<file path="config.mk">
export PLATFORM = sky130hd
export DESIGN_NAME = ppsc_top
export DESIGN_NICKNAME = d
export VERILOG_FILES = /design/src/ppsc_pkg.sv /design/src/ppsc_top.sv /design/src/ppsc_div.sv /design/src/ppsc_presc.sv
export SDC_FILE = /design/constraint.sdc
export NUM_CORES = 1
export LEC_CHECK = 0
export BUFFER_PORTS_ARGS = -buffer_cell sky130_fd_sc_hd__buf_2
export CORE_AREA = 2 2 114 116
export CTS_BUF_LIST = sky130_fd_sc_hd__clkbuf_4
export CTS_CLUSTER_SIZE = 14
export DETAILED_ROUTE_END_ITERATION = 10
export DIE_AREA = 0 0 116 118
export PLACE_DENSITY = 0.86
export SYNTH_ARGS = -nofsm -noshare
export SYNTH_HDL_FRONTEND = slang
export SYNTH_SLANG_ARGS = --single-unit
export TNS_END_PERCENT = 50
</file>
<file path="constraint.sdc">
create_clock -name pclk -period 2 [get_ports pclk]
set_input_delay 0.3 -clock pclk [delete_from_list [all_inputs] [get_ports pclk]]
set_output_delay 0.3 -clock pclk [all_outputs]
set_load 0.05 [all_outputs]
</file>
<file path="src/ppsc_pkg.sv">
// constants shared by the synthesizer control block and its helpers
// assumes a 100 MHz pclk and a 4 MHz reference oscillator sampled on it
package ppsc_pkg;

	// apb register byte offsets
	localparam logic [31:0] PPSC_ADDR_LATCH = 32'h0000_0000;
	localparam logic [31:0] PPSC_ADDR_STATUS = 32'h0000_0004;
	localparam logic [31:0] PPSC_ADDR_CTRL = 32'h0000_0008;

	// ctrl register fields and value after reset
	localparam int PPSC_CTRL_POWER_BIT = 0;
	localparam logic PPSC_CTRL_POWER_RST = 1'b1;

	// status register field positions
	localparam int PPSC_ST_RECV_BIT = 0;
	localparam int PPSC_ST_REJ_BIT = 1;
	localparam int PPSC_ST_BAND_BIT = 2;
	localparam int PPSC_ST_UP_BIT = 3;
	localparam int PPSC_ST_DN_BIT = 4;

	// serial word layout
	localparam int PPSC_WORD_W = 18;
	localparam int PPSC_DIVN_W = 13;
	localparam int PPSC_FUNC_W = 5;
	localparam int PPSC_BAND_IDX = 2;
	localparam logic [PPSC_WORD_W-1:0] PPSC_WORD_RST = 18'h0_0000;

	// reference chain ratios, counted in reference oscillator edges; the tick ratio is counted in 10 kHz am reference pulses
	localparam int PPSC_REF_OSC_HZ = 4_000_000;
	localparam int PPSC_CTRL_CLK_HZ = 500_000;
	localparam int PPSC_FM_REF_HZ = 25_000;
	localparam int PPSC_AM_REF_HZ = 10_000;
	localparam int PPSC_TICK_HZ = 50;
	localparam int PPSC_DIV_CTRL = PPSC_REF_OSC_HZ / PPSC_CTRL_CLK_HZ;
	localparam int PPSC_DIV_FM = PPSC_REF_OSC_HZ / PPSC_FM_REF_HZ;
	localparam int PPSC_DIV_AM = PPSC_REF_OSC_HZ / PPSC_AM_REF_HZ;
	localparam int PPSC_DIV_TICK = PPSC_AM_REF_HZ / PPSC_TICK_HZ;

	// dual-modulus prescaler ratios
	localparam int PPSC_PRE_W = 7;
	localparam logic [PPSC_PRE_W-1:0] PPSC_AM_PRE_LO = 7'h07;
	localparam logic [PPSC_PRE_W-1:0] PPSC_AM_PRE_HI = 7'h08;
	localparam logic [PPSC_PRE_W-1:0] PPSC_FM_PRE_LO = 7'h3F;
	localparam logic [PPSC_PRE_W-1:0] PPSC_FM_PRE_HI = 7'h40;

	typedef enum logic [3:0] {
		PPSC_IDLE = 4'h1,
		PPSC_ADDR = 4'h2,
		PPSC_DATA = 4'h4,
		PPSC_REJECT = 4'h8
	} ppsc_state_type;

endpackage : ppsc_pkg

</file>
<file path="src/ppsc_top.sv">
// serial control, latches, reference chain and phase logic of the synthesizer
// assumes all pins are synchronous to pclk and much slower than it
//
// Our own choices: the APB slave port and the address map.
`timescale 1ns/1ns
module ppsc_top
	import ppsc_pkg::*;
(
	// apb slave
	input wire logic pclk,
	input wire logic presetn,
	input wire logic psel,
	input wire logic penable,
	input wire logic pwrite,
	input wire logic [31:0] paddr,
	input wire logic [31:0] pwdata,
	output logic [31:0] prdata,
	output logic pready,
	output logic pslverr,
	// reference oscillator and standby outputs
	input wire logic ref_osc,
	output logic ctrl_clk_out,
	output logic time_tick_out,
	// three-wire serial link
	input wire logic ser_data,
	input wire logic ser_clk,
	input wire logic ser_load_n,
	// vco inputs and charge pump
	input wire logic am_in,
	input wire logic fm_in,
	input wire logic cp_enable,
	output logic cp_out,
	output logic cp_oe,
	// open-collector function outputs
	output logic [PPSC_FUNC_W-1:0] func_pull_n,
	output logic band_select
);

	// apb state
	logic [31:0] prdata_ff, nxt_prdata;
	logic pready_ff, pslverr_ff, nxt_pslverr, synth_power_ff, apb_setup_done, apb_write;
	// serial link state
	ppsc_state_type st_ff, nxt_st;
	logic ser_clk_q_ff, load_q_ff, addr_cnt_ff, addr_first_ff, rejected_ff;
	logic [PPSC_WORD_W-1:0] shift_ff;
	logic [PPSC_DIVN_W-1:0] divide_n_ff, div_cnt_ff;
	logic [PPSC_FUNC_W-1:0] func_ff;
	logic clk_rise, load_fall, load_rise, valid_load;
	// reference chain and loop
	logic ref_q_ff, ref_rise, p25, p10, am_q_ff, fm_q_ff, vco_rise, pre_pulse;
	logic [PPSC_PRE_W-1:0] pre_ratio;
	logic div_pulse_ff, div_wrap, ref_pulse, up_ff, dn_ff, cp_out_ff, cp_oe_ff;

	assign prdata = prdata_ff;
	assign pready = pready_ff;
	assign pslverr = pslverr_ff;
	assign func_pull_n = func_ff;
	assign band_select = func_ff[PPSC_BAND_IDX];
	assign cp_out = cp_out_ff;
	assign cp_oe = cp_oe_ff;

	// apb: one wait state, answer registered
	assign apb_setup_done = psel && penable && !pready_ff;
	assign apb_write = psel && penable && pready_ff && pwrite;

	always_comb begin
		nxt_prdata = 32'h0000_0000;
		nxt_pslverr = 1'b0;
		if (paddr == PPSC_ADDR_LATCH) begin
			nxt_prdata[PPSC_WORD_W-1:0] = {func_ff, divide_n_ff};
			nxt_pslverr = pwrite;
		end else if (paddr == PPSC_ADDR_STATUS) begin
			nxt_prdata[PPSC_ST_RECV_BIT] = (st_ff != PPSC_IDLE);
			nxt_prdata[PPSC_ST_REJ_BIT] = rejected_ff;
			nxt_prdata[PPSC_ST_BAND_BIT] = func_ff[PPSC_BAND_IDX];
			nxt_prdata[PPSC_ST_UP_BIT] = up_ff;
			nxt_prdata[PPSC_ST_DN_BIT] = dn_ff;
			nxt_pslverr = pwrite;
		end else if (paddr == PPSC_ADDR_CTRL) begin
			nxt_prdata[PPSC_CTRL_POWER_BIT] = synth_power_ff;
		end else begin
			nxt_pslverr = 1'b1;
		end
		if (pwrite) begin
			nxt_prdata = 32'h0000_0000;
		end
	end

	always_ff @(posedge pclk or negedge presetn) begin
		if (!presetn) begin
			pready_ff <= 1'b0;
			prdata_ff <= 32'h0000_0000;
			pslverr_ff <= 1'b0;
		end else begin
			pready_ff <= apb_setup_done;
			prdata_ff <= apb_setup_done ? nxt_prdata : 32'h0000_0000;
			pslverr_ff <= apb_setup_done && nxt_pslverr;
		end
	end

	always_ff @(posedge pclk or negedge presetn) begin
		if (!presetn) begin
			synth_power_ff <= PPSC_CTRL_POWER_RST;
		end else if (apb_write && paddr == PPSC_ADDR_CTRL) begin
			synth_power_ff <= pwdata[PPSC_CTRL_POWER_BIT];
		end
	end

	// serial link edges; pins are already synchronous to pclk
	assign clk_rise = ser_clk && !ser_clk_q_ff && !ser_load_n;
	assign load_fall = !ser_load_n && load_q_ff;
	assign load_rise = ser_load_n && !load_q_ff;
	assign valid_load = load_rise && (st_ff == PPSC_DATA);

	always_ff @(posedge pclk or negedge presetn) begin
		if (!presetn) begin
			ser_clk_q_ff <= 1'b0;
			load_q_ff <= 1'b1;
		end else begin
			ser_clk_q_ff <= ser_clk;
			load_q_ff <= ser_load_n;
		end
	end

	// a clock rise in the strobe-fall cycle is not counted; the controller
	// keeps the clock low around that edge
	always_comb begin
		nxt_st = st_ff;
		case (st_ff)
			PPSC_IDLE: begin
				if (load_fall) begin
					nxt_st = PPSC_ADDR;
				end
			end
			PPSC_ADDR: begin
				if (load_rise) begin
					nxt_st = PPSC_IDLE;
				end else if (clk_rise && addr_cnt_ff) begin
					nxt_st = (addr_first_ff && ser_data) ? PPSC_DATA : PPSC_REJECT;
				end
			end
			PPSC_DATA: begin
				if (load_rise) begin
					nxt_st = PPSC_IDLE;
				end
			end
			PPSC_REJECT: begin
				if (load_rise) begin
					nxt_st = PPSC_IDLE;
				end
			end
			default: begin
				nxt_st = PPSC_IDLE;
			end
		endcase
	end

	always_ff @(posedge pclk or negedge presetn) begin
		if (!presetn) begin
			st_ff <= PPSC_IDLE;
		end else begin
			st_ff <= nxt_st;
		end
	end

	always_ff @(posedge pclk or negedge presetn) begin
		if (!presetn) begin
			addr_cnt_ff <= 1'b0;
			addr_first_ff <= 1'b0;
		end else if (st_ff != PPSC_ADDR) begin
			addr_cnt_ff <= 1'b0;
		end else if (clk_rise && !addr_cnt_ff) begin
			addr_cnt_ff <= 1'b1;
			addr_first_ff <= ser_data;
		end
	end

	// newest bit enters at the top so the field layout falls out directly
	always_ff @(posedge pclk or negedge presetn) begin
		if (!presetn) begin
			shift_ff <= PPSC_WORD_RST;
		end else if (st_ff == PPSC_DATA && clk_rise) begin
			shift_ff <= {ser_data, shift_ff[PPSC_WORD_W-1:1]};
		end
	end

	// latches move only on the strobe rise after a good address
	always_ff @(posedge pclk or negedge presetn) begin
		if (!presetn) begin
			divide_n_ff <= '0;
			func_ff <= '0;
		end else if (valid_load) begin
			divide_n_ff <= shift_ff[PPSC_DIVN_W-1:0];
			func_ff <= shift_ff[PPSC_WORD_W-1:PPSC_DIVN_W];
		end
	end

	// a new rejection wins over the clear of a good load
	always_ff @(posedge pclk or negedge presetn) begin
		if (!presetn) begin
			rejected_ff <= 1'b0;
		end else if (st_ff == PPSC_ADDR && nxt_st == PPSC_REJECT) begin
			rejected_ff <= 1'b1;
		end else if (valid_load) begin
			rejected_ff <= 1'b0;
		end
	end

	// reference chain: not gated by synth power, it stays on standby
	assign ref_rise = ref_osc && !ref_q_ff;

	always_ff @(posedge pclk or negedge presetn) begin
		if (!presetn) begin
			ref_q_ff <= 1'b0;
		end else begin
			ref_q_ff <= ref_osc;
		end
	end

	ppsc_div #(.DIV(PPSC_DIV_CTRL)) u_ctrl_div (
		.clk(pclk), .rst_n(presetn), .tick(ref_rise), .wave(ctrl_clk_out), .pulse()
	);
	// only the period pulses of the phase references are used
	ppsc_div #(.DIV(PPSC_DIV_FM)) u_fm_ref_div (
		.clk(pclk), .rst_n(presetn), .tick(ref_rise), .wave(), .pulse(p25)
	);
	ppsc_div #(.DIV(PPSC_DIV_AM)) u_am_ref_div (
		.clk(pclk), .rst_n(presetn), .tick(ref_rise), .wave(), .pulse(p10)
	);
	ppsc_div #(.DIV(PPSC_DIV_TICK)) u_tick_div (
		.clk(pclk), .rst_n(presetn), .tick(p10), .wave(time_tick_out), .pulse()
	);

	// vco path; a real vco outruns pclk, this model needs slow inputs
	always_ff @(posedge pclk or negedge presetn) begin
		if (!presetn) begin
			am_q_ff <= 1'b0;
			fm_q_ff <= 1'b0;
		end else begin
			am_q_ff <= am_in;
			fm_q_ff <= fm_in;
		end
	end

	assign vco_rise = band_select ? (fm_in && !fm_q_ff) : (am_in && !am_q_ff);
	assign pre_ratio = band_select ? PPSC_FM_PRE_HI : PPSC_AM_PRE_HI;

	ppsc_presc #(.RW(PPSC_PRE_W)) u_presc (
		.clk(pclk),
		.rst_n(presetn),
		.hold(!synth_power_ff),
		.ratio(pre_ratio),
		.vco_rise(vco_rise),
		.pulse(pre_pulse)
	);

	// divide by value plus one
	assign div_wrap = pre_pulse && (div_cnt_ff >= divide_n_ff);

	always_ff @(posedge pclk or negedge presetn) begin
		if (!presetn) begin
			div_cnt_ff <= '0;
			div_pulse_ff <= 1'b0;
		end else if (!synth_power_ff) begin
			div_cnt_ff <= '0;
			div_pulse_ff <= 1'b0;
		end else begin
			div_cnt_ff <= div_wrap ? '0 : (pre_pulse ? div_cnt_ff + 1'b1 : div_cnt_ff);
			div_pulse_ff <= div_wrap;
		end
	end

	// phase-frequency detector
	assign ref_pulse = band_select ? p25 : p10;

	always_ff @(posedge pclk or negedge presetn) begin
		if (!presetn) begin
			up_ff <= 1'b0;
			dn_ff <= 1'b0;
		end else if (!synth_power_ff) begin
			up_ff <= 1'b0;
			dn_ff <= 1'b0;
		end else if ((up_ff || ref_pulse) && (dn_ff || div_pulse_ff)) begin
			up_ff <= 1'b0;
			dn_ff <= 1'b0;
		end else begin
			up_ff <= up_ff || ref_pulse;
			dn_ff <= dn_ff || div_pulse_ff;
		end
	end

	// pump drives only while one side leads and the enable is high
	always_ff @(posedge pclk or negedge presetn) begin
		if (!presetn) begin
			cp_out_ff <= 1'b0;
			cp_oe_ff <= 1'b0;
		end else begin
			cp_out_ff <= up_ff;
			cp_oe_ff <= cp_enable && synth_power_ff && (up_ff != dn_ff);
		end
	end

	AST_ADDR_REJECT: assert property (@(posedge pclk) disable iff (!presetn)
		(st_ff == PPSC_REJECT && load_rise) |=> $stable(divide_n_ff) && $stable(func_ff))
		else $error("latches changed after bad address");
	AST_REJECT_STAYS: assert property (@(posedge pclk) disable iff (!presetn)
		(st_ff == PPSC_REJECT && !load_rise) |=> st_ff == PPSC_REJECT && $stable(shift_ff))
		else $error("bits taken after bad address");
	AST_SHIFT_IN: assert property (@(posedge pclk) disable iff (!presetn)
		(st_ff == PPSC_DATA && clk_rise) |=> shift_ff == {$past(ser_data), $past(shift_ff[17:1])})
		else $error("serial bit not shifted in");
	AST_LATCH_COPY: assert property (@(posedge pclk) disable iff (!presetn)
		valid_load |=> {func_ff, divide_n_ff} == $past(shift_ff))
		else $error("latches did not take shift register");
	AST_LATCH_HOLD: assert property (@(posedge pclk) disable iff (!presetn)
		!valid_load |=> $stable(divide_n_ff) && $stable(func_ff))
		else $error("latches changed before strobe rise");
	AST_DIV_N1: assert property (@(posedge pclk) disable iff (!presetn)
		(synth_power_ff && pre_pulse && div_cnt_ff == divide_n_ff) |=> div_pulse_ff && div_cnt_ff == '0)
		else $error("divider did not end at value plus one");
	AST_BAND_REF: assert property (@(posedge pclk) disable iff (!presetn)
		(synth_power_ff && !band_select && p10 && !up_ff && !dn_ff && !div_pulse_ff) |=> up_ff)
		else $error("am reference did not reach detector");
	AST_PUMP_SRC: assert property (@(posedge pclk) disable iff (!presetn)
		(up_ff && !dn_ff && cp_enable && synth_power_ff) |=> cp_oe_ff && cp_out_ff)
		else $error("pump did not source while slow");
	AST_PUMP_OFF: assert property (@(posedge pclk) disable iff (!presetn)
		!cp_enable |=> !cp_oe_ff)
		else $error("pump driven while disabled");
	AST_STANDBY_REF: assert property (@(posedge pclk) disable iff (!presetn)
		(!synth_power_ff && ref_rise) |=> ref_q_ff && !div_pulse_ff)
		else $error("standby chain stalled");
	AST_APB_READY: assert property (@(posedge pclk) disable iff (!presetn)
		apb_setup_done |=> pready_ff ##1 !pready_ff)
		else $error("apb answer not one wait state");

	COV_GOOD_LOAD: cover property (@(posedge pclk) disable iff (!presetn) valid_load);
	COV_REJECT: cover property (@(posedge pclk) disable iff (!presetn)
		st_ff == PPSC_REJECT && load_rise);
	COV_PUMP_UP: cover property (@(posedge pclk) disable iff (!presetn) cp_oe_ff && cp_out_ff);
	COV_FM_LOCK: cover property (@(posedge pclk) disable iff (!presetn)
		band_select && div_pulse_ff && (up_ff || p25));

endmodule : ppsc_top

</file>
<file path="src/ppsc_div.sv">
// fixed ratio divider of the reference chain: square wave plus period pulse
// assumes tick is a one-cycle pulse on pclk
`timescale 1ns/1ns
module ppsc_div #(
	parameter int DIV = 8
) (
	// clock and reset
	input wire logic clk,
	input wire logic rst_n,
	// input rate and outputs
	input wire logic tick,
	output logic wave,
	output logic pulse
);
	localparam int CW = $clog2(DIV) + 1;
	localparam logic [CW-1:0] HALF_M1 = CW'(DIV / 2 - 1);

	logic [CW-1:0] cnt_ff;
	logic wave_ff;
	logic pulse_ff;
	logic wrap;

	assign wrap = tick && (cnt_ff == HALF_M1);
	assign wave = wave_ff;
	assign pulse = pulse_ff;

	always_ff @(posedge clk or negedge rst_n) begin
		if (!rst_n) begin
			cnt_ff <= '0;
		end else if (wrap) begin
			cnt_ff <= '0;
		end else if (tick) begin
			cnt_ff <= cnt_ff + 1'b1;
		end
	end

	always_ff @(posedge clk or negedge rst_n) begin
		if (!rst_n) begin
			wave_ff <= 1'b0;
			pulse_ff <= 1'b0;
		end else begin
			wave_ff <= wrap ? !wave_ff : wave_ff;
			pulse_ff <= wrap && !wave_ff;
		end
	end

	AST_DIV_TOGGLE: assert property (@(posedge clk) disable iff (!rst_n)
		wrap |=> (wave_ff != $past(wave_ff)) && (cnt_ff == '0))
		else $error("divider did not toggle at half period");
	AST_DIV_STEADY: assert property (@(posedge clk) disable iff (!rst_n)
		!wrap |=> $stable(wave_ff) && !pulse_ff)
		else $error("divider output moved off its period");

endmodule : ppsc_div

</file>
<file path="src/ppsc_presc.sv">
// dual-modulus prescaler model: one pulse per ratio rising vco edges
// assumes vco_rise is a one-cycle pulse and ratio changes only between cycles
`timescale 1ns/1ns
module ppsc_presc #(
	parameter int RW = 7
) (
	// clock and reset
	input wire logic clk,
	input wire logic rst_n,
	// control
	input wire logic hold,
	input wire logic [RW-1:0] ratio,
	// vco edge in, divided pulse out
	input wire logic vco_rise,
	output logic pulse
);
	logic [RW-1:0] cnt_ff;
	logic pulse_ff;
	logic wrap;

	// >= so a ratio cut mid-count cannot run the counter round
	assign wrap = vco_rise && (cnt_ff >= ratio - 1'b1);
	assign pulse = pulse_ff;

	always_ff @(posedge clk or negedge rst_n) begin
		if (!rst_n) begin
			cnt_ff <= '0;
			pulse_ff <= 1'b0;
		end else if (hold) begin
			cnt_ff <= '0;
			pulse_ff <= 1'b0;
		end else begin
			cnt_ff <= wrap ? '0 : (vco_rise ? cnt_ff + 1'b1 : cnt_ff);
			pulse_ff <= wrap;
		end
	end

	AST_PRESC_WRAP: assert property (@(posedge clk) disable iff (!rst_n)
		(!hold && vco_rise && cnt_ff == ratio - 1'b1) |=> pulse_ff && cnt_ff == '0)
		else $error("prescaler missed its terminal count");

endmodule : ppsc_presc

</file>
Word-level counts from Yosys, hierarchy flattened
Cells that the tools add are included.
{"block": "classes", "add_sub_neg": 7, "order_cmp": 2, "eq_ne": 16, "mux": 43, "n_bitwise": 1, "reduce_logical": 53}
{"op": "$mux W13", "count": 4}
{"op": "$mux W9", "count": 4}
{"op": "$eq A32 B3 Y1 const B", "count": 1}
{"op": "$eq A32 B4 Y1 const B", "count": 1}
{"op": "$logic_not A32 Y1", "count": 1}
{"op": "$mux W32", "count": 1}
{"op": "$mux W4", "count": 8}
{"op": "$logic_and A1 B1 Y1", "count": 30}
{"op": "$mux W7", "count": 4}
{"op": "$mux W10", "count": 2}
{"op": "$add A9 B1 Y9 const B", "count": 2}
{"op": "$eq A9 B7 Y1 const B", "count": 2}
{"op": "$mux W18", "count": 1}
{"op": "$mux W1", "count": 17}
{"op": "$add A13 B1 Y13 const B", "count": 1}
{"op": "$ge A13 B13 Y1", "count": 1}
{"op": "$logic_not A1 Y1", "count": 12}
{"op": "$pmux W4 S3", "count": 1}
{"op": "$reduce_bool A2 Y1", "count": 6}
{"op": "$add A10 B1 Y10 const B", "count": 1}
{"op": "$eq A10 B8 Y1 const B", "count": 1}
{"op": "$eq A4 B2 Y1 const B", "count": 2}
{"op": "$eq A4 B4 Y1 const B", "count": 2}
{"op": "$add A7 B1 Y7 const B", "count": 1}
{"op": "other kinds (14)", "count": 16}
{"block": "word_totals", "ff_bits": 147, "in_bits": 76, "out_inout_bits": 44}

Depth between registers and ports, before layout
{"block": "depth", "depth_word": 10, "ltp_mapped": 9}

Cells and area by module
Synthesis repeated with hierarchy kept, for this count alone.
{"block": "unflattened", "hier_cells": 584, "area_unflattened_um2": 6555.0}
{"mod": "ppsc_top", "n_inst": 1, "cells_per_inst": 346, "area_per_inst_um2": 3995.1, "seq_area_each_um2": 2180.8}
{"mod": "ppsc_presc", "n_inst": 1, "cells_per_inst": 71, "area_per_inst_um2": 679.4, "seq_area_each_um2": 200.2}
{"mod": "ppsc_div (u_am_ref_div)", "n_inst": 1, "cells_per_inst": 52, "area_per_inst_um2": 574.3, "seq_area_each_um2": 300.3}
{"mod": "ppsc_div (u_fm_ref_div)", "n_inst": 1, "cells_per_inst": 48, "area_per_inst_um2": 535.5, "seq_area_each_um2": 275.3}
{"mod": "ppsc_div (u_tick_div)", "n_inst": 1, "cells_per_inst": 47, "area_per_inst_um2": 508.0, "seq_area_each_um2": 275.3}
{"mod": "ppsc_div (u_ctrl_div)", "n_inst": 1, "cells_per_inst": 20, "area_per_inst_um2": 262.8, "seq_area_each_um2": 150.1}

Worst setup path before layout
OpenSTA, ideal clock, no wires.
{"block": "synth_path", "path_type": "register -> register", "from": "register func_ff[2] (netlist: func_pull_n[2])", "to": "register u_presc.cnt_ff[0]", "setup_time_ns": 0.072, "arrival_ns": 2.244, "required_ns": 1.928, "slack_ns": -0.316, "stages_incl_launch_ff": 9, "path_buffers": 1, "period_less_slack_ns": 2.316, "cell_sequence": "dfrtp_1 > inv_1 > ha_1 > a21oi_1 > o221a_2 > clkbuf_1 > nand2_1 > mux2_2 > nor2_1"}
{"block": "synth_via", "elab_chain_cells": 6, "word_cells_on_any_way": 8}
{"item": "from (decl)", "line": "ppsc_top.sv:47", "text": "logic [PPSC_FUNC_W-1:0] func_ff;"}
{"item": "from (signal assigned)", "line": "ppsc_top.sv:194", "text": "func_ff <= shift_ff[PPSC_WORD_W-1:PPSC_DIVN_W];"}
{"item": "$mux W7", "line": "ppsc_top.sv:246", "text": "assign pre_ratio = band_select ? PPSC_FM_PRE_HI : PPSC_AM_PRE_HI;"}
{"item": "$sub A7 B1 Y7", "line": "ppsc_presc.sv:22", "text": "assign wrap = vco_rise && (cnt_ff >= ratio - 1'b1);"}
{"item": "$ge A7 B7 Y1", "line": "ppsc_presc.sv:22"}
{"item": "$logic_and A1 B1 Y1", "line": "ppsc_presc.sv:22"}
{"item": "$mux W7", "line": "ppsc_presc.sv:33", "text": "cnt_ff <= wrap ? '0 : (vco_rise ? cnt_ff + 1'b1 : cnt_ff);"}
{"item": "$mux W7", "line": "ppsc_presc.sv:29", "text": "end else if (hold) begin"}
{"item": "to (signal assigned)", "line": "ppsc_presc.sv:33"}
{"item": "to (decl)", "line": "ppsc_presc.sv:17", "text": "logic [RW-1:0] cnt_ff;"}
Several ways; a longest one is shown, not always the timed one.
A chain may end at the register's enable or synchronous reset.

Worst setup path after layout
{"block": "layout_path", "from": "register divide_n_ff[8]", "to": "register div_cnt_ff[4]"}
{"block": "layout_via", "elab_chain_cells": 4, "word_cells_on_any_way": 5}
{"item": "from (decl)", "line": "ppsc_top.sv:46", "text": "logic [PPSC_DIVN_W-1:0] divide_n_ff, div_cnt_ff;"}
{"item": "from (signal assigned)", "line": "ppsc_top.sv:193", "text": "divide_n_ff <= shift_ff[PPSC_DIVN_W-1:0];"}
{"item": "$ge A13 B13 Y1 *", "line": "ppsc_top.sv:258", "text": "assign div_wrap = pre_pulse && (div_cnt_ff >= divide_n_ff);"}
{"item": "$logic_and A1 B1 Y1 *", "line": "ppsc_top.sv:258"}
{"item": "$mux W13", "line": "ppsc_top.sv:268", "text": "div_cnt_ff <= div_wrap ? '0 : (pre_pulse ? div_cnt_ff + 1'b1 : div_cnt_ff);"}
{"item": "$mux W13", "line": "ppsc_top.sv:264", "text": "end else if (!synth_power_ff) begin"}
{"item": "to (signal assigned)", "line": "ppsc_top.sv:268"}
{"item": "to (decl)", "line": "ppsc_top.sv:46"}
Mark *: on every way between the ends. The rest lies on a longest branch, timed or not.

==> impl_metrics.json <==
{
  "ff2ff_path_depth": 8,
  "wl_per_cell_um": 15.7,
  "hold_path_class": "input port to flip-flop",
  "firstDrtPassIters": 6,
  "cts.htree.levels": 4,
  "cts_sinks": 133,
  "synthTopCellsByArea": "dfrtp_1, mux2_2, ha_1, nand2_1, xnor2_1",
  "final_nets": 782,
  "finalSetupViolCount": 1,
  "drive_gt1_share_pct": 30.3,
  "drv_cap": 0,
  "core_area_mm2": 0.0124,
  "async_flop_share_pct": 100,
  "min_to": "prdata[15]",
  "grt_pass1_wl_mm": 22.0,
  "critPathKind": "flip-flop to flip-flop",
  "overflow": 0,
  "hold_depth": 2,
  "arrival_ns": 2.47,
  "hold_viol_final": 0,
  "grt_max_degree": 54,
  "antenna_found_initial": 1,
  "r2r-end": "div_cnt_ff[4]",
  "synth_top_area_share_pct": 51.3,
  "first_iter_violations": 449,
  "fmax_mhz": 499,
  "seq_area_frac_synth_pct": 52.6,
  "fp.dieH_um": 118,
  "grtUsageTotal_pct": 20.3,
  "final_common_cell": "dfrtp_1",
  "worstSkewPairLatency_ns": 0.55,
  "reg2reg_slack_ns": -0.003,
  "setup_ws_ns": -0.00325,
  "max_slew.worst_pin.slew_ns": 0.643,
  "syn_area_per_cell_um2": 11.1,
  "pre_cts_ws_ns": -0.0522,
  "placed_area_mm2": 0.00704,
  "cts_tree": "built",
  "ios": 120,
  "status": "finished with violations",
  "finalPower_uw": 4960,
  "netlist_instances": 570,
  "drv_slew": 0,
  "vdd_ir_drop_max_uv": 320,
  "final_cell_mix": "dfrtp_1, buf_2, nand2_1",
  "cts-root-buf": "clkbuf_4",
  "die_x_um": 116,
  "violations": "negative setup slack",
  "drt_wl_total_mm": 13.7,
  "cts_buffer_depth": 2,
  "synth_largest_area_cell": "dfrtp_1",
  "syn2layout_area_growth_pct": 18.1,
  "drc": 0,
  "clk_pin_slew_ns": 0.11,
  "startpoint_type": "flip-flop",
  "rsz0062_at_grt": "yes",
  "utilization_pct": 60.3,
  "relSlewSlack_pct": 56.5,
  "initial_core_util_pct": 51.1,
  "fin_skew_ns": 0.0180,
  "die_area_mm2": 0.0137,
  "final.min_clock_period_ns": 2.00,
  "power_leakage_uw": 0.00357,
  "worstPathRequired_ns": 2.46,
  "ant_nets": 0,
  "vias_per_cell": 5.62,
  "rows": 41,
  "rr_startpoint": "divide_n_ff[8]",
  "p_per_area_mw_per_mm2": 662,
  "synth_enable_flop_cells": 0,
  "globalplace.congestion": 0.853,
  "numPortBuffers": 74,
  "critPathMaxFanout": 3,
  "min_period_over_period_pct": 100,
  "grt_pass1_vias": 4878,
  "ys.flop_type": "dfrtp_1",
  "hpwlAfterDp_mm": 9.36,
  "ys_ff_latch": 133,
  "finalSetupTns_ns": -0.00325,
  "cp-end-kind": "flip-flop",
  "vias": 4892,
  "numCtsBuffers": 17,
  "syn_area_mm2": 0.00634,
  "min-delay-start": "paddr[2]",
  "ys_types": 60,
  "synth_warnings": 0,
  "design_area_mm2": 0.00749,
  "fillers": 986
}
==> registers in the layout (all words and copies together), names as in the netlist, 5 cells and up <==
signal               count
shift_ff                18
u_tick_div.cnt_ff        9
div_cnt_ff              13
u_presc.cnt_ff           7
divide_n_ff             13
prdata                  18
u_fm_ref_div.cnt_ff      9
func_pull_n              5
u_am_ref_div.cnt_ff     10
==> cell usage after synthesis (13+ instances only) <==
master   count
nand4_1     16
nand2_1     51
a21oi_1     18
nor3_1      20
buf_4       15
inv_1       24
nand3_1     19
mux2_2      40
dfrtp_1    130
ha_1        22
o21ai_0     17
nor2_1      28
nor4_1      13
xnor2_1     17
==> per-stage QoR <==
stage	hold WS, ns	instances
floorplan	0.00441	583
global placement	0.287	829
detailed placement	0.296	829
CTS	0.00228	869
global route	0.00824	870
finish	0.0353	870
==> kinds of logic after synthesis <==
logic type | Yosys count | synth area share, %
other | 1 | 0.0591
buffers and inverters | 58 | 4.84
AOI/OAI and AO/OA | 68 | 6.97
adders and majority gates | 22 | 4.34
DFF | 133 | 52.6
xor gates and xnor gates | 27 | 3.73
muxes | 47 | 8.21
and+or+nand+nor | 214 | 19.3
==> worst max-delay path, stage by stage, from the launching register on <==
cell and delay (ns):
dfrtp_1 0.40, inv_2 0.10, ha_4 0.20, buf_4 0.13, a21oi_1 0.11, o21ai_1 0.20, a2111oi_1 0.50, nand3_1 0.16
o211ai_1 0.12
==> metal layers <==
metal	routed length [um]	share of wire (%)	track usage [%]
met3	844	6.2	6.33
met5	0	0	0
met4	487	3.6	9.30
met2	6800	50	33.4
met1	5540	41	24.0
==> area by class of cell <==
cell class / instances / area, um2 / share of cell area (%)
Tap cell: 172 / 215 / 2.87
Inverter: 24 / 90.1 / 1.20
Clock inverter: 13 / 91.3 / 1.22
Sequential cell: 133 / 3330 / 44.5
Timing Repair Buffer: 116 / 733 / 9.79
Antenna cell: 1 / 2.50 / 0.0334
Multi-Input combinational cell: 392 / 2880 / 38.5
Clock buffer: 19 / 143 / 1.90
==> power breakdown <==
| part | switching, uW | internal [uW] | leakage (uW) |
|---|---|---|---|
| clock network | 944 | 611 | 0.000125 |
| logic | 299 | 186 | 0.00163 |
| registers | 112 | 2810 | 0.00181 |
| total | 1350 | 3600 | 0.00357 |
==> how the worst max path moves through the flow <==
stage	from	endpoint	slack, ns	cells after the start
after floorplan	func_pull_n[2]	u_presc.cnt_ff[0]	0.05	8
after global placement	divide_n_ff[12]	div_cnt_ff[11]	0.05	8
after detailed placement	divide_n_ff[7]	div_cnt_ff[3]	-0.05	8
after CTS	divide_n_ff[12]	div_cnt_ff[9]	0.01	8
after global routing	divide_n_ff[8]	div_cnt_ff[4]	-0.08	8
final	divide_n_ff[8]	div_cnt_ff[4]	-0.003	8
==> repair_timing <==
action | in CTS | in global routing
setup buffers | 0 | 0
endpoints found under the hold margin | 39 | 0
endpoints found under the setup margin | 8 | 15
pin swaps | 1 | 7
gates resized for setup | 8 | 12
hold buffers | 8 | 0
No activity file was read; power rests on OpenSTA's default activity.
